$ cat src/rtl/ce_pkg.sv
// Shared constants for the comparator event control block
package ce_pkg;

   // ----------------------------------------------------------------
   // Register byte offsets
   // ----------------------------------------------------------------
   localparam logic [7:0] CTRL_STATUS_OFFSET = 8'h30;
   localparam logic [7:0] CTRL_B_OFFSET = 8'h34;
   localparam logic [7:0] INPUT_OFF_OFFSET = 8'h38;

   // ----------------------------------------------------------------
   // Field positions of comparator_control_status
   // ----------------------------------------------------------------
   localparam int unsigned DISABLE_BIT = 7;
   localparam int unsigned BANDGAP_BIT = 6;
   localparam int unsigned RESULT_BIT = 5;
   localparam int unsigned FLAG_BIT = 4;
   localparam int unsigned IRQ_EN_BIT = 3;
   localparam int unsigned CAPTURE_BIT = 2;
   localparam int unsigned MODE_HIGH_BIT = 1;
   localparam int unsigned MODE_LOW_BIT = 0;

   // Field positions of converter_control_b and digital_input_disable_1
   localparam int unsigned MUX_BORROW_BIT = 6;
   localparam int unsigned NEG_OFF_BIT = 1;
   localparam int unsigned POS_OFF_BIT = 0;

   // ----------------------------------------------------------------
   // Reset values
   // ----------------------------------------------------------------
   localparam logic [7:0] CTRL_STATUS_RESET = 8'h00;
   localparam logic [7:0] CTRL_B_RESET = 8'h00;
   localparam logic [7:0] INPUT_OFF_RESET = 8'h00;

   // ----------------------------------------------------------------
   // Event mode encodings
   // ----------------------------------------------------------------
   localparam logic [1:0] MODE_TOGGLE = 2'h0;
   localparam logic [1:0] MODE_RESERVED = 2'h1;
   localparam logic [1:0] MODE_FALLING = 2'h2;
   localparam logic [1:0] MODE_RISING = 2'h3;

   // ----------------------------------------------------------------
   // Timing: synchroniser depth in core_clk cycles
   // ----------------------------------------------------------------
   localparam int unsigned SYNC_STAGES = 2;

endpackage

$ cat src/rtl/ce_edge_detect.sv
// Edge detector that turns the comparator level into selected events
`timescale 1ns/1ps
module ce_edge_detect (
   input wire logic core_clk, // System clock
   input wire logic sys_rst, // Synchronous reset, active high
   input wire logic level, // Synchronised comparator result
   input wire logic [1:0] mode, // Event mode select
   output logic event_pulse // One-cycle event
);

   logic prev_reg;
   logic rise;
   logic fall;

   // Previous value of the level, one clock back
   always_ff @(posedge core_clk)
   begin
      if (sys_rst)
         prev_reg <= 1'b0;
      else
         prev_reg <= level;
   end

   assign rise = level & ~prev_reg;
   assign fall = ~level & prev_reg;

   // Mode decode; the reserved code never produces an event
   always_comb
   begin
      case (mode)
         ce_pkg::MODE_TOGGLE: event_pulse = rise | fall;
         ce_pkg::MODE_FALLING: event_pulse = fall;
         ce_pkg::MODE_RISING: event_pulse = rise;
         ce_pkg::MODE_RESERVED: event_pulse = 1'b0;
         default: event_pulse = 1'b0;
      endcase
   end

endmodule

$ cat src/rtl/ce_event_ctrl.sv
// Comparator event control: input select, sync, events, capture route
//
// Contract
// - Result high when positive input exceeds negative
// - Result synchronised, lagging one to two clocks
// - Borrow with converter off picks channel input
// - Bandgap select replaces positive pin input
// - Disable bit powers comparator down anytime
// - Selected transition sets the event flag
// - Flag clears on vector or written one
// - Interrupt needs flag, enable, global enable
// - Modes: toggle, reserved, falling, rising
// - Capture route feeds timer capture front end
// - Input-off bit kills buffer, pin reads zero
`timescale 1ns/1ps
module ce_event_ctrl #(
   parameter int unsigned SYNC_STAGES = ce_pkg::SYNC_STAGES
) (
   input wire logic core_clk, // System clock, 50 MHz
   input wire logic sys_rst, // Synchronous reset, active high
   input wire logic [7:0] avs_address, // Byte address
   input wire logic avs_read, // Read request
   input wire logic avs_write, // Write request
   input wire logic [31:0] avs_writedata, // Write data
   input wire logic [3:0] avs_byteenable, // Byte lanes
   output logic [31:0] avs_readdata, // Read data
   output logic avs_waitrequest, // Stall until answer
   input wire logic comparator_raw, // Analog core decision, async
   output logic comparator_power_down, // Power off the analog core
   output logic positive_bandgap_select, // Bandgap to positive input
   output logic negative_mux_select, // Converter mux to negative input
   output logic [2:0] negative_channel, // Channel for negative input
   input wire logic converter_enable, // Converter enable, same clock
   input wire logic [2:0] channel_select, // Converter channel bits
   input wire logic global_irq_enable, // CPU global enable
   input wire logic irq_vector_taken, // Vector fetch pulse
   output logic comparator_irq, // Interrupt request
   output logic capture_trigger, // To timer capture front end
   input wire logic positive_pin_raw, // Positive pin, async
   input wire logic negative_pin_raw, // Negative pin, async
   output logic positive_pin_input_off, // Positive pin buffer off
   output logic negative_pin_input_off, // Negative pin buffer off
   output logic positive_pin_read, // Positive pin read bit
   output logic negative_pin_read // Negative pin read bit
);

   // ----------------------------------------------------------------
   // Declarations
   // ----------------------------------------------------------------
   logic comparator_disable_reg;
   logic bandgap_select_reg;
   logic comparator_event_flag_reg;
   logic comparator_event_flag_next;
   logic comparator_irq_enable_reg;
   logic capture_route_enable_reg;
   logic event_mode_high_reg;
   logic event_mode_low_reg;
   logic mux_borrow_enable_reg;
   logic positive_pin_input_off_reg;
   logic negative_pin_input_off_reg;
   logic comparator_power_down_reg;
   logic positive_bandgap_select_reg;
   logic negative_mux_select_reg;
   logic [2:0] negative_channel_reg;
   logic comparator_irq_reg;
   logic capture_trigger_reg;
   logic positive_pin_read_reg;
   logic negative_pin_read_reg;
   logic [31:0] avs_readdata_reg;
   logic avs_waitrequest_reg;
   logic raw_sync;
   logic comparator_result;
   logic [1:0] pin_sync;
   logic event_pulse;
   logic take;
   logic wr_ok;
   logic flag_clear_write;
   logic [7:0] ctrl_status_view;
   logic [31:0] read_view;

   // Synchroniser shorter than two stages is refused at elaboration
   if (SYNC_STAGES < 2)
   begin
      $error("ce_event_ctrl: SYNC_STAGES must be at least 2");
   end

   // ----------------------------------------------------------------
   // Comparator output synchronisation and edge events
   // ----------------------------------------------------------------
   ce_sync #(
      .WIDTH(1),
      .STAGES(SYNC_STAGES)
   ) u_result_sync (
      .core_clk(core_clk),
      .sys_rst(sys_rst),
      .async_in(comparator_raw),
      .sync_out(raw_sync)
   );

   // The analog core decides pos > neg; the disable bit forces the result low
   assign comparator_result = raw_sync & ~comparator_disable_reg;

   ce_edge_detect u_edge (
      .core_clk(core_clk),
      .sys_rst(sys_rst),
      .level(comparator_result),
      .mode({event_mode_high_reg, event_mode_low_reg}),
      .event_pulse(event_pulse)
   );

   // ----------------------------------------------------------------
   // Bus slave: one wait cycle, then answer for one cycle
   // ----------------------------------------------------------------
   assign take = (avs_read | avs_write) & avs_waitrequest_reg;
   assign wr_ok = avs_write & ~avs_waitrequest_reg & avs_byteenable[0];

   // Waitrequest drops for exactly the answering cycle
   always_ff @(posedge core_clk)
   begin
      if (sys_rst)
         avs_waitrequest_reg <= 1'b1;
      else if (take)
         avs_waitrequest_reg <= 1'b0;
      else
         avs_waitrequest_reg <= 1'b1;
   end

   // Status view with the live result bit
   assign ctrl_status_view = {comparator_disable_reg, bandgap_select_reg, comparator_result,
                              comparator_event_flag_reg, comparator_irq_enable_reg,
                              capture_route_enable_reg, event_mode_high_reg,
                              event_mode_low_reg};

   // Read mux; unmapped addresses read as zero
   always_comb
   begin
      read_view = 32'h00000000;
      case (avs_address)
         ce_pkg::CTRL_STATUS_OFFSET: read_view[7:0] = ctrl_status_view;
         ce_pkg::CTRL_B_OFFSET: read_view[ce_pkg::MUX_BORROW_BIT] = mux_borrow_enable_reg;
         ce_pkg::INPUT_OFF_OFFSET:
         begin
            read_view[ce_pkg::NEG_OFF_BIT] = negative_pin_input_off_reg;
            read_view[ce_pkg::POS_OFF_BIT] = positive_pin_input_off_reg;
         end
         default: read_view = 32'h00000000;
      endcase
   end

   // Read data captured with the answer so it stands at the sampling edge
   always_ff @(posedge core_clk)
   begin
      if (sys_rst)
         avs_readdata_reg <= 32'h00000000;
      else if (take && avs_read)
         avs_readdata_reg <= read_view;
   end

   // ----------------------------------------------------------------
   // Control registers
   // ----------------------------------------------------------------
   // Control and status fields; the result bit is read only
   always_ff @(posedge core_clk)
   begin
      if (sys_rst)
      begin
         comparator_disable_reg <= ce_pkg::CTRL_STATUS_RESET[ce_pkg::DISABLE_BIT];
         bandgap_select_reg <= ce_pkg::CTRL_STATUS_RESET[ce_pkg::BANDGAP_BIT];
         comparator_irq_enable_reg <= ce_pkg::CTRL_STATUS_RESET[ce_pkg::IRQ_EN_BIT];
         capture_route_enable_reg <= ce_pkg::CTRL_STATUS_RESET[ce_pkg::CAPTURE_BIT];
         event_mode_high_reg <= ce_pkg::CTRL_STATUS_RESET[ce_pkg::MODE_HIGH_BIT];
         event_mode_low_reg <= ce_pkg::CTRL_STATUS_RESET[ce_pkg::MODE_LOW_BIT];
      end
      else if (wr_ok && avs_address == ce_pkg::CTRL_STATUS_OFFSET)
      begin
         // No guard against mode changes with the interrupt on: software's duty
         comparator_disable_reg <= avs_writedata[ce_pkg::DISABLE_BIT];
         bandgap_select_reg <= avs_writedata[ce_pkg::BANDGAP_BIT];
         comparator_irq_enable_reg <= avs_writedata[ce_pkg::IRQ_EN_BIT];
         capture_route_enable_reg <= avs_writedata[ce_pkg::CAPTURE_BIT];
         event_mode_high_reg <= avs_writedata[ce_pkg::MODE_HIGH_BIT];
         event_mode_low_reg <= avs_writedata[ce_pkg::MODE_LOW_BIT];
      end
   end

   // Multiplexer borrow and pin input-off registers
   always_ff @(posedge core_clk)
   begin
      if (sys_rst)
      begin
         mux_borrow_enable_reg <= ce_pkg::CTRL_B_RESET[ce_pkg::MUX_BORROW_BIT];
         positive_pin_input_off_reg <= ce_pkg::INPUT_OFF_RESET[ce_pkg::POS_OFF_BIT];
         negative_pin_input_off_reg <= ce_pkg::INPUT_OFF_RESET[ce_pkg::NEG_OFF_BIT];
      end
      else if (wr_ok && avs_address == ce_pkg::CTRL_B_OFFSET)
         mux_borrow_enable_reg <= avs_writedata[ce_pkg::MUX_BORROW_BIT];
      else if (wr_ok && avs_address == ce_pkg::INPUT_OFF_OFFSET)
      begin
         positive_pin_input_off_reg <= avs_writedata[ce_pkg::POS_OFF_BIT];
         negative_pin_input_off_reg <= avs_writedata[ce_pkg::NEG_OFF_BIT];
      end
   end

   // ----------------------------------------------------------------
   // Event flag and interrupt request
   // ----------------------------------------------------------------
   assign flag_clear_write = wr_ok && avs_address == ce_pkg::CTRL_STATUS_OFFSET
                             && avs_writedata[ce_pkg::FLAG_BIT];

   // A new event wins over a clear in the same cycle
   assign comparator_event_flag_next = event_pulse
      | (comparator_event_flag_reg & ~(flag_clear_write | irq_vector_taken));

   always_ff @(posedge core_clk)
   begin
      if (sys_rst)
         comparator_event_flag_reg <= ce_pkg::CTRL_STATUS_RESET[ce_pkg::FLAG_BIT];
      else
         comparator_event_flag_reg <= comparator_event_flag_next;
   end

   // Request only in the cycle after all three conditions hold
   always_ff @(posedge core_clk)
   begin
      if (sys_rst)
         comparator_irq_reg <= 1'b0;
      else
         comparator_irq_reg <= comparator_event_flag_reg & comparator_irq_enable_reg
                               & global_irq_enable;
   end

   // ----------------------------------------------------------------
   // Analog input selection and power
   // ----------------------------------------------------------------
   // Converter must be off to lend its mux; power reduction is software's
   always_ff @(posedge core_clk)
   begin
      if (sys_rst)
      begin
         comparator_power_down_reg <= 1'b0;
         positive_bandgap_select_reg <= 1'b0;
         negative_mux_select_reg <= 1'b0;
         negative_channel_reg <= 3'h0;
      end
      else
      begin
         comparator_power_down_reg <= comparator_disable_reg;
         positive_bandgap_select_reg <= bandgap_select_reg;
         negative_mux_select_reg <= mux_borrow_enable_reg & ~converter_enable;
         negative_channel_reg <= channel_select;
      end
   end

   // ----------------------------------------------------------------
   // Timer capture route
   // ----------------------------------------------------------------
   // Timer's own canceler and edge select filter this level
   always_ff @(posedge core_clk)
   begin
      if (sys_rst)
         capture_trigger_reg <= 1'b0;
      else
         capture_trigger_reg <= capture_route_enable_reg & comparator_result;
   end

   // ----------------------------------------------------------------
   // Pin digital inputs
   // ----------------------------------------------------------------
   ce_sync #(
      .WIDTH(2),
      .STAGES(SYNC_STAGES)
   ) u_pin_sync (
      .core_clk(core_clk),
      .sys_rst(sys_rst),
      .async_in({negative_pin_raw, positive_pin_raw}),
      .sync_out(pin_sync)
   );

   // Disabled buffer reads as zero
   always_ff @(posedge core_clk)
   begin
      if (sys_rst)
      begin
         positive_pin_read_reg <= 1'b0;
         negative_pin_read_reg <= 1'b0;
      end
      else
      begin
         positive_pin_read_reg <= pin_sync[0] & ~positive_pin_input_off_reg;
         negative_pin_read_reg <= pin_sync[1] & ~negative_pin_input_off_reg;
      end
   end

   // ----------------------------------------------------------------
   // Outputs
   // ----------------------------------------------------------------
   assign avs_readdata = avs_readdata_reg;
   assign avs_waitrequest = avs_waitrequest_reg;
   assign comparator_power_down = comparator_power_down_reg;
   assign positive_bandgap_select = positive_bandgap_select_reg;
   assign negative_mux_select = negative_mux_select_reg;
   assign negative_channel = negative_channel_reg;
   assign comparator_irq = comparator_irq_reg;
   assign capture_trigger = capture_trigger_reg;
   assign positive_pin_input_off = positive_pin_input_off_reg;
   assign negative_pin_input_off = negative_pin_input_off_reg;
   assign positive_pin_read = positive_pin_read_reg;
   assign negative_pin_read = negative_pin_read_reg;
endmodule

$ cat src/rtl/ce_sync.sv
// Multi-bit level synchroniser for inputs from outside the clock domain
`timescale 1ns/1ps
module ce_sync #(
   parameter int unsigned WIDTH = 1,
   parameter int unsigned STAGES = ce_pkg::SYNC_STAGES
) (
   input wire logic core_clk, // System clock
   input wire logic sys_rst, // Synchronous reset, active high
   input wire logic [WIDTH-1:0] async_in, // Level from another domain
   output logic [WIDTH-1:0] sync_out // Level safe to use here
);

   logic [WIDTH-1:0] stage_reg [STAGES];

   // Depth below two gives no metastability margin; refused at elaboration
   if (STAGES < 2 || WIDTH < 1)
   begin
      $error("ce_sync: STAGES must be at least 2 and WIDTH at least 1");
   end

   // Shift chain; only the next stage reads each flop but the last, which drives sync_out
   always_ff @(posedge core_clk)
   begin
      if (sys_rst)
      begin
         for (int i = 0; i < STAGES; i++)
            stage_reg[i] <= '0;
      end
      else
      begin
         stage_reg[0] <= async_in;
         for (int i = 1; i < STAGES; i++)
            stage_reg[i] <= stage_reg[i-1];
      end
   end

   assign sync_out = stage_reg[STAGES-1];

endmodule

$ cat config.mk
export PLATFORM = sky130hd
export DESIGN_NAME = ce_event_ctrl
export DESIGN_NICKNAME = d
export VERILOG_FILES = /design/src/rtl/ce_pkg.sv /design/src/rtl/ce_edge_detect.sv /design/src/rtl/ce_event_ctrl.sv /design/src/rtl/ce_sync.sv
export SDC_FILE = /design/constraint.sdc
export NUM_CORES = 1
export LEC_CHECK = 0
export ABC_AREA = 1
export BUFFER_PORTS_ARGS = -buffer_cell sky130_fd_sc_hd__buf_4
export CAP_MARGIN = 15
export CORE_MARGIN = 2
export CORE_UTILIZATION = 45
export CTS_CLUSTER_SIZE = 20
export DETAILED_ROUTE_END_ITERATION = 8
export PLACE_DENSITY = 0.85
export SETUP_SLACK_MARGIN = 0.15
export SKIP_LAST_GASP = 1
export SYNTH_ARGS = -nofsm -noshare
export SYNTH_HDL_FRONTEND = slang
export SYNTH_SLANG_ARGS = --single-unit
$ cat constraint.sdc
create_clock -name core_clk -period 1.8 [get_ports core_clk]
set_input_delay 0.18 -clock core_clk [delete_from_list [all_inputs] [get_ports core_clk]]
set_output_delay 0.18 -clock core_clk [all_outputs]
set_load 0.1 [all_outputs]
## Yosys cells after proc, flatten, opt, wreduce, memory -nomap -nowiden

Memories as Yosys holds them, arrays and structs flattened.
Cells that the tools add are included.

- Register bits: 30
- Memory bits (writable): 6
- Output and inout port bits: 45
- Memories kept: 2

- Equality and inequality tests: 6
- Muxes and demuxes: 13
- Bitwise logic cells: 30
- Reductions and logical operators: 7

Memory list:

| memory | words | bits a word | read ports | clocked after memory_dff | write ports | line | source |
|---|---|---|---|---|---|---|---|
| u_pin_sync.stage_reg | 2 | 2 | 2 | 0 | 2 | ce_sync.sv:13 | `logic [WIDTH-1:0] stage_reg [STAGES];` |
| u_result_sync.stage_reg | 2 | 1 | 2 | 0 | 2 | ce_sync.sv:13 |  |

Operators with widths:

| cell | count |
|---|---|
| == test 8 x 6 -> 1 bit, second input constant | 3 |
| bitwise AND 1 bit | 13 |
| NOT 1 bit | 9 |
| OR 1 bit | 8 |
| 2-to-1 mux 1 bit | 7 |
| logical AND 1 bit | 5 |
| == test 2 bit, second input constant | 2 |
| 2-to-1 mux 2 bit | 2 |
| 2-to-1 mux 4 bit | 1 |
| one-hot mux 1 bit (4 select lines) | 1 |
| one-hot mux 2 bit (2 select lines) | 1 |
| == test 2 x 1 -> 1 bit, second input constant | 1 |
| zero test 2 bit | 1 |
| one-hot mux 1 bit (2 select lines) | 1 |
| AND reduction 2 bit | 1 |

## Logic depth before layout (Yosys ltp)

Gate-level depths: netlist of the first run.

- Depth in word-level cells: 9
- Gate-level depth with buffers: 8
- Mapped depth without buffers: 8

## By module

From an unflattened synthesis of the first run, not the netlist that was laid out.

- Cell total of the unflattened synthesis: 208
- Area total of the unflattened synthesis: 1585.3 sq um

Modules (own cells, without submodules):

| module | times used | cells an instance | area each (sq um) | sequential area each (sq um) |
|---|---|---|---|---|
| ce_event_ctrl | 1 | 175 | 1318.8 | 580.6 |
| ce_sync at u_pin_sync | 1 | 14 | 125.1 | 80.1 |
| ce_edge_detect | 1 | 13 | 86.3 | 20.0 |
| ce_sync at u_result_sync | 1 | 6 | 55.1 | 40.0 |

## Worst setup path after synthesis of the first run

OpenSTA, ideal clock, no wires.

- Path type: register to register
- Start: reg avs_waitrequest_reg, in the netlist avs_waitrequest
- End: reg avs_readdata_reg[0], in the netlist avs_readdata[0]
- Library setup time: 0.056 ns
- Arrival: 1.664 ns
- Path slack: 0.080 ns
- Stages on the path, launching flop included: 7
- Buffers on the path: 0
- Clock period less this slack: 1.720 ns
- Cells stage by stage: dfxtp_1 > nand3_2 > nor2_1 > nand2_1 > nand3_1 > nand2_1 > inv_1

- Word-level cells in the longest chain between the ends: 2

RTL lines:

| element | line | source |
|---|---|---|
| start: declaration | ce_event_ctrl.sv:70 | `logic avs_waitrequest_reg;` |
| start signal: assignment | ce_event_ctrl.sv:121 | `avs_waitrequest_reg <= 1'b1;` |
| start signal: assignment | ce_event_ctrl.sv:123 | `avs_waitrequest_reg <= 1'b0;` |
| start signal: assignment | ce_event_ctrl.sv:125 | `avs_waitrequest_reg <= 1'b1;` |
| bitwise AND 1 bit | ce_event_ctrl.sv:114 | `assign take = (avs_read \| avs_write) & avs_waitrequest_reg;` |
| logical AND 1 bit | ce_event_ctrl.sv:155 | `else if (take && avs_read)` |
| end signal: assignment | ce_event_ctrl.sv:156 | `avs_readdata_reg <= read_view;` |
| end: declaration | ce_event_ctrl.sv:69 | `logic [31:0] avs_readdata_reg;` |

Every way passes these cells.
A chain may end at the register's enable or synchronous reset.

## Final worst setup path of the first run

- Start: reg avs_waitrequest_reg, in the netlist avs_waitrequest
- End: reg positive_pin_input_off_reg, in the netlist positive_pin_input_off

- Word-level cells in the longest chain between the ends: 6

RTL lines:

| element | line | source |
|---|---|---|
| NOT 1 bit (*) | ce_event_ctrl.sv:115 | `assign wr_ok = avs_write & ~avs_waitrequest_reg & avs_byteenable[0];` |
| bitwise AND 1 bit (*) (2 in series) | ce_event_ctrl.sv:115 |  |
| logical AND 1 bit | ce_event_ctrl.sv:195 | `else if (wr_ok && avs_address == ce_pkg::CTRL_B_OFFSET)` |
| NOT 1 bit (no line) | -- |  |
| AND reduction 2 bit (no line) (*) | -- |  |
| end signal: assignment | ce_event_ctrl.sv:192 | `positive_pin_input_off_reg <= ce_pkg::INPUT_OFF_RESET[ce_pkg::POS_OFF_BIT];` |
| end signal: assignment | ce_event_ctrl.sv:199 | `positive_pin_input_off_reg <= avs_writedata[ce_pkg::POS_OFF_BIT];` |
| end: declaration | ce_event_ctrl.sv:59 | `logic positive_pin_input_off_reg;` |

Mark *: on every way between the ends. The rest lies on a longest branch, timed or not.

==> impl_summary.log, run 1 <==
[metrics] overall via count from detail_route: 1327
[metrics] maximum clock rate: 796 MHz
[metrics] half-perimeter wire length after detailed placement: 2130 um
[metrics] kind of launch point of the worst setup path: register
[metrics] crit share post-route: 0.698
[metrics] antenna violations before repair: 0
[metrics] type of destination of the critical path: register
[metrics] register clock-pin slew on the reported worst setup and hold paths: 0.11 ns
[metrics] cell types occupying the most area after synthesis: sky130_fd_sc_hd__dfxtp_1, sky130_fd_sc_hd__buf_4, sky130_fd_sc_hd__nand2_1
[metrics] critical path data required time: 2.01 ns
[metrics] buffers from clock root to sink, at most: 2
[metrics] hold violation total from the final report: 0
[metrics] clock tree from TritonCTS: yes
[metrics] mean cell area of the mapped netlist: 7.70 sq um
[metrics] core area: 0.00334 sq mm
[metrics] pin count of the biggest net entering global routing: 31
[metrics] number of iterations in the first detailed-routing pass: 4
[metrics] post-CTS sizing: 0
[metrics] register-to-register path setup slack: 0.54 ns
[metrics] most instantiated cells after synthesis: sky130_fd_sc_hd__nand2_1, sky130_fd_sc_hd__dfxtp_1, sky130_fd_sc_hd__nor2_1
[metrics] final setup vio count: 0
[metrics] number of flip-flops and latches in the synthesized netlist: 36
[metrics] Max-cap violations: 0
[metrics] arrival time at the worst endpoint: 1.47 ns
[metrics] met3 demand-to-capacity share in global routing: 0.0571
[metrics] die area: 0.00398 sq mm
[metrics] quantity of I/O buffers inserted on ports: 49
[metrics] unique cell type count in the Yosys netlist: 19
[metrics] maximum vdd ir drop: 399 uV
[metrics] kind of critical path: register to register
[metrics] sequential share of the synthesized area: 0.459
[metrics] RSZ-0062 raised after global routing: false
[metrics] DRT Wirelength: 2900 um
[metrics] Global Route Usage Sum: 0.158
[metrics] wire length per cell: 9.55 um
[metrics] Total Negative Setup Slacks: 0 ns
[metrics] routability-driven placement congestion ratio: 0.831
[metrics] count of clock tree sinks: 36
[metrics] final clock skew: 0.0108 ns
[metrics] count of inserted antenna diode cells: 0
[metrics] worst hold margin: 0.0340 ns
[metrics] TritonCTS Buffers: 5
[metrics] fin. max-slew vios: 0
[metrics] number of nets with antenna violations after detailed routing: 0
[metrics] Std-Cell Rows: 21
[metrics] post-synth design cell area: 0.00157 sq mm
[metrics] GRT met2 Usage: 0.251
[metrics] result of the run: finished clean
[metrics] final net count: 316
[metrics] number of global-route vias before repair: 1130
[metrics] most congested layer reported by global routing: met2
[metrics] Clk Tree Root Cell: sky130_fd_sc_hd__clkbuf_4
[metrics] Min Clock Period, post-route: 1.26 ns
[metrics] met1 routing resource usage after global routing: 0.196
[metrics] DRC viols: 0
[metrics] CTS HTree Levels: 2
[metrics] filler instances: 333
[metrics] global-route congestion overflow total: 0
[metrics] standby leakage power: 0.934 nW
[metrics] number of standard cells after synthesis: 204
[metrics] area added between synthesis and finish: 24.5%
[metrics] max FFs per register: 8
[metrics] share of post-route cells with drive strength above 1: 0.260
[metrics] initial standard-cell utilization of the core: 0.471
[metrics] vertical die dimension: 63.1 um
[metrics] Post-synth EDFFs: 0
[metrics] clock insertion delay at the later pin of the skew report: 0.34 ns
[metrics] top cell type's share of synthesized area: 0.459
[metrics] count leader, synth: sky130_fd_sc_hd__nand2_1
[metrics] Yosys warning count: 0
[metrics] library cell occupying the most area in the post-synthesis netlist: sky130_fd_sc_hd__dfxtp_1
[metrics] average vias per placed instance: 4.37
[metrics] first-pass GRT wire length: 4920 um
[metrics] starting DRC count in detailed routing: 82
[metrics] number of primary I/O pins: 102
[metrics] Horiz. Die Dim: 63.1 um
[metrics] share of flip-flops with an asynchronous set or reset: 0
[metrics] top fanout value on the critical path: 8
[metrics] hold crit path type: input port to register
[metrics] leading register cell type out of synthesis: sky130_fd_sc_hd__dfxtp_1
[metrics] total power per unit cell area: 858 mW/mm^2
## power by group
group          switching, mW  internal, mW
registers            0.00709         0.813
logic                  0.336        0.0686
clock network          0.262         0.191
## worst paths after layout
path,from,end,cells past startpoint
max reg2reg,avs_waitrequest$_SDFF_PP1_,positive_pin_input_off$_SDFFE_PP0P_,5
min reg2reg,u_result_sync.stage_reg[0][0]$_SDFF_PP0_,u_result_sync.stage_reg[0][1]$_SDFF_PP0_,2
max,avs_waitrequest$_SDFF_PP1_,positive_pin_input_off$_SDFFE_PP0P_,5
min,channel_select[2],negative_channel[2]$_SDFF_PP0_,3
## cell families (layout without fill, tap and decap cells)
group | after synthesis | count (layout) | synth area share
and+or+nand+nor | 96 | 96 | 0.274
other | 1 | 24 | 0.00239
adders and majority gates | 2 | 2 | 0.0159
DFF | 36 | 36 | 0.459
buffers and inverters | 53 | 84 | 0.194
AOI/OAI and AO/OA | 16 | 16 | 0.0549
## final cells by class
class,count,area [sq um],share of cell area
Sequential cell,36,722,0.369
Timing Repair Buffer,52,393,0.201
Inverter,24,90.1,0.0460
Tap cell,46,57.6,0.0294
Clock inverter,1,7.51,0.00384
Clock buffer,7,55.1,0.0281
Multi-Input combinational cell,138,632,0.323
## timing repair
item,CTS,global route
hold buffers,1,0
setup buffers,0,0
endpoints found under the hold margin,1,0
## stage by stage
stage	std cells	utilization	power (mW)	setup slack (ns)	instance area (sq um)
global route	304	0.586	1.75	0.416	1960
floorplan	227	-	1.21	0.338	1660
finish	304	0.586	1.68	0.543	1960
global placement	295	0.565	1.24	0.538	1880
CTS	304	0.586	1.70	0.527	1960
detailed placement	295	0.565	1.24	0.538	1880
## routing by layer
layer | wire length (um) | up-vias
met5 | 0 | -
met3 | 198 | 5
li1 | - | 688
met1 | 1270 | 596
met2 | 1400 | 38
met4 | 32 | 0
## critical path: stages (launching register included)
cell	delay, ns
sky130_fd_sc_hd__dfxtp_2	0.36
sky130_fd_sc_hd__nor2_1	0.35
sky130_fd_sc_hd__buf_4	0.23
sky130_fd_sc_hd__nand2_1	0.07
sky130_fd_sc_hd__nand2_1	0.07
sky130_fd_sc_hd__a21oi_1	0.06
## cell usage in the layout, fill, tap and decap left out
cell / synthesis / routed
sky130_fd_sc_hd__clkbuf_1: 0 / 1
sky130_fd_sc_hd__clkbuf_4: 0 / 5
sky130_fd_sc_hd__nand3b_1: 1 / 1
sky130_fd_sc_hd__nor2_1: 26 / 26
sky130_fd_sc_hd__nor2_4: 3 / 3
sky130_fd_sc_hd__nand3_1: 24 / 24
sky130_fd_sc_hd__clkbuf_8: 0 / 1
sky130_fd_sc_hd__inv_2: 1 / 1
sky130_fd_sc_hd__nand2_2: 3 / 3
sky130_fd_sc_hd__a21oi_1: 14 / 14
sky130_fd_sc_hd__nand2_1: 38 / 38
sky130_fd_sc_hd__o221ai_1: 1 / 1
sky130_fd_sc_hd__nand3_2: 1 / 1
sky130_fd_sc_hd__clkinvlp_4: 0 / 1
sky130_fd_sc_hd__buf_4: 24 / 51
sky130_fd_sc_hd__conb_1: 1 / 24
sky130_fd_sc_hd__o21a_1: 1 / 1
sky130_fd_sc_hd__dfxtp_2: 0 / 1
sky130_fd_sc_hd__inv_1: 23 / 23
sky130_fd_sc_hd__ha_1: 2 / 2
sky130_fd_sc_hd__dfxtp_1: 36 / 35
sky130_fd_sc_hd__dlygate4sd3_1: 0 / 1
No activity file was read; power rests on OpenSTA's default activity.
==> run 2: changes to the inputs <==
Settings changed: CORE_UTILIZATION 45 to 42, PLACE_DENSITY 0.85 to 0.8.
Clock period 1.8 ns to 1.2 ns, I/O delays scaled along.
==> run 2 against run 1 <==
Effect of this change: cell area grew 11%; register-to-register slack worse by 0.42 ns; die area grew 6.7%; wire length rose by 12%; final cell count increased by 2.6%; clock skew is 0.0034 ns lower; global-route usage is 0.50 points lower; sequential share of layout area fell by 2.8 points; flip-flop and latch count unchanged; critical path type unchanged.
==> impl_summary.log, run 2 (synthesized netlist as in run 1, its figures left out) <==
[metrics] arrival time at the worst endpoint: 1.26 ns
[metrics] buffers from clock root to sink, at most: 2
[metrics] worst setup path endpoint: comparator_event_flag_reg$_SDFF_PP0_
[metrics] worst hold margin: 0.0352 ns
[metrics] wire length per cell: 10.4 um
[metrics] share of post-route cells with drive strength above 1: 0.360
[metrics] Total Power Consumption: 2.80 mW
[metrics] R2R depth: 6
[metrics] total area of sequential cells: 741 sq um
[metrics] clock tree from TritonCTS: yes
[metrics] worst reg2reg path endpoint: comparator_event_flag_reg$_SDFF_PP0_
[metrics] Total Negative Setup Slacks: 0 ns
[metrics] number of iterations in the first detailed-routing pass: 4
[metrics] quantity of I/O buffers inserted on ports: 49
[metrics] overall via count from detail_route: 1383
[metrics] Clk Tree Root Cell: sky130_fd_sc_hd__clkbuf_8
[metrics] maximum vdd ir drop: 871 uV
[metrics] leading cell types in the layout, fill and taps excluded: sky130_fd_sc_hd__buf_4, sky130_fd_sc_hd__nand2_1, sky130_fd_sc_hd__nor2_1, sky130_fd_sc_hd__conb_1, sky130_fd_sc_hd__dfxtp_1
[metrics] register clock-pin slew on the reported worst setup and hold paths: 0.07 ns
[metrics] CTS HTree Levels: 2
[metrics] max FFs per register: 8
[metrics] post-route cell area: 0.00217 sq mm
[metrics] routability-driven placement congestion ratio: 0.814
[metrics] kind of critical path: register to register
[metrics] total power per unit cell area: 1290 mW/mm^2
[metrics] Hold Path Cell Cnt: 3
[metrics] filler instances: 350
[metrics] launch point of the worst reg-to-reg path: comparator_disable_reg$_SDFFE_PP0P_
[metrics] clock insertion delay at the later pin of the skew report: 0.29 ns
[metrics] Horiz. Die Dim: 65.2 um
[metrics] final setup vio count: 0
[metrics] kind of launch point of the worst setup path: register
[metrics] antenna violations before repair: 0
[metrics] Std-Cell Rows: 22
[metrics] average vias per placed instance: 4.43
[metrics] hold crit path type: input port to register
[metrics] number of global-route vias before repair: 1142
[metrics] half-perimeter wire length after detailed placement: 2210 um
[metrics] crit share post-route: 0.900
[metrics] Critical Path Start: comparator_disable_reg$_SDFFE_PP0P_
[metrics] initial standard-cell utilization of the core: 0.433
[metrics] maximum clock rate: 926 MHz
[metrics] type of destination of the critical path: register
[metrics] vertical die dimension: 65.2 um
[metrics] pin count of the biggest net entering global routing: 19
[metrics] number of primary I/O pins: 102
[metrics] final net count: 322
[metrics] leading cell type in the layout, fill and taps excluded: sky130_fd_sc_hd__buf_4
[metrics] register-to-register path setup slack: 0.12 ns
[metrics] critical path data required time: 1.38 ns
[metrics] TritonCTS Buffers: 5
[metrics] Min Clock Period, post-route: 1.08 ns
[metrics] core area: 0.00363 sq mm
[metrics] area added between synthesis and finish: 38.2%
[metrics] Max-cap violations: 0
[metrics] standby leakage power: 0.998 nW
[metrics] DRC viols: 0
[metrics] fin. max-slew vios: 0
[metrics] cell area reported after detailed placement: 0.00194 sq mm
[metrics] count of inserted antenna diode cells: 0
[metrics] RSZ-0062 raised after global routing: true
[metrics] starting DRC count in detailed routing: 47
[metrics] multi-input logic area: 709 sq um
[metrics] number of nets with antenna violations after detailed routing: 0
[metrics] Global Route Usage Sum: 0.153
[metrics] die area: 0.00425 sq mm
[metrics] count of clock tree sinks: 36
[metrics] DRT Wirelength: 3250 um
[metrics] final clock skew: 0.00746 ns
[metrics] first-pass GRT wire length: 4930 um
[metrics] result of the run: finished clean
[metrics] hold violation total from the final report: 0
[metrics] global-route congestion overflow total: 0
[metrics] top fanout value on the critical path: 3
[run 2: cell count changes in the layout (fill, tap and decap cells not counted), sizes merged]
| cell | before | now |
|---|---|---|
| clkbuf | 7 | 8 |
| nor2 | 29 | 30 |
| clkinvlp | 1 | 0 |
| buf | 51 | 56 |
[run 2: where the power goes]
group | internal [mW] | switching, mW | leakage (nW)
combinational | 0.124 | 0.519 | 0.648
clock | 0.523 | 0.400 | 0.0515
sequential | 1.22 | 0.0166 | 0.299
total | 1.86 | 0.936 | 0.998
[run 2: critical path, cell delays in order, from the launching register on]
cell                       delay (ns)
sky130_fd_sc_hd__dfxtp_2         0.33
sky130_fd_sc_hd__inv_2           0.07
sky130_fd_sc_hd__nand2_4         0.07
sky130_fd_sc_hd__ha_4            0.27
sky130_fd_sc_hd__nor2_4          0.03
sky130_fd_sc_hd__o221ai_2        0.12
sky130_fd_sc_hd__a21oi_1         0.08
[run 2: area by class of cell]
| cell class | count | area share |
|---|---|---|
| clock buffers | 8 | 0.0461 |
| flip-flops and latches | 36 | 0.341 |
| repair buffers | 57 | 0.217 |
| inverters | 24 | 0.0415 |
| multi-input cells | 139 | 0.327 |
| well taps | 48 | 0.0276 |
[run 2: per-layer routing]
metal	wire, um	track usage	vias to the layer above
met5	0	0	-
met2	1630	0.242	52
met4	56	0.0781	0
met1	1330	0.188	623
li1	-	-	701
met3	232	0.0445	7
[run 2: how the worst min path moves through the flow]
stage                      start                              to
2_1_floorplan   converter_enable  negative_mux_select$_SDFF_PP0_
3_3_place_gp    converter_enable  negative_mux_select$_SDFF_PP0_
3_5_place_dp    converter_enable  negative_mux_select$_SDFF_PP0_
4_1_cts        channel_select[2]  negative_channel[2]$_SDFF_PP0_
5_1_grt        channel_select[1]  negative_channel[1]$_SDFF_PP0_
6_report       channel_select[0]  negative_channel[0]$_SDFF_PP0_
[run 2: what timing repair did]
action / CTS / global route
buffers inserted: 0 / 2
hold endpoints to repair: 1 / 0
cloned: 0 / 1
pin swaps: 3 / 4
gates resized for setup: 9 / 17
hold buffers: 1 / 0
endpoints found under the setup margin: 12 / 18
[run 2: through the flow]
| step | util | cells | worst slack (ns) |
|---|---|---|---|
| 2_1_floorplan | - | 227 | 0.0688 |
| 3_3_place_gp | 0.533 | 300 | 0.0797 |
| 3_5_place_dp | 0.533 | 300 | 0.0898 |
| 4_1_cts | 0.574 | 309 | 0.113 |
| 5_1_grt | 0.598 | 312 | 0.0660 |
| 6_report | 0.598 | 312 | 0.121 |
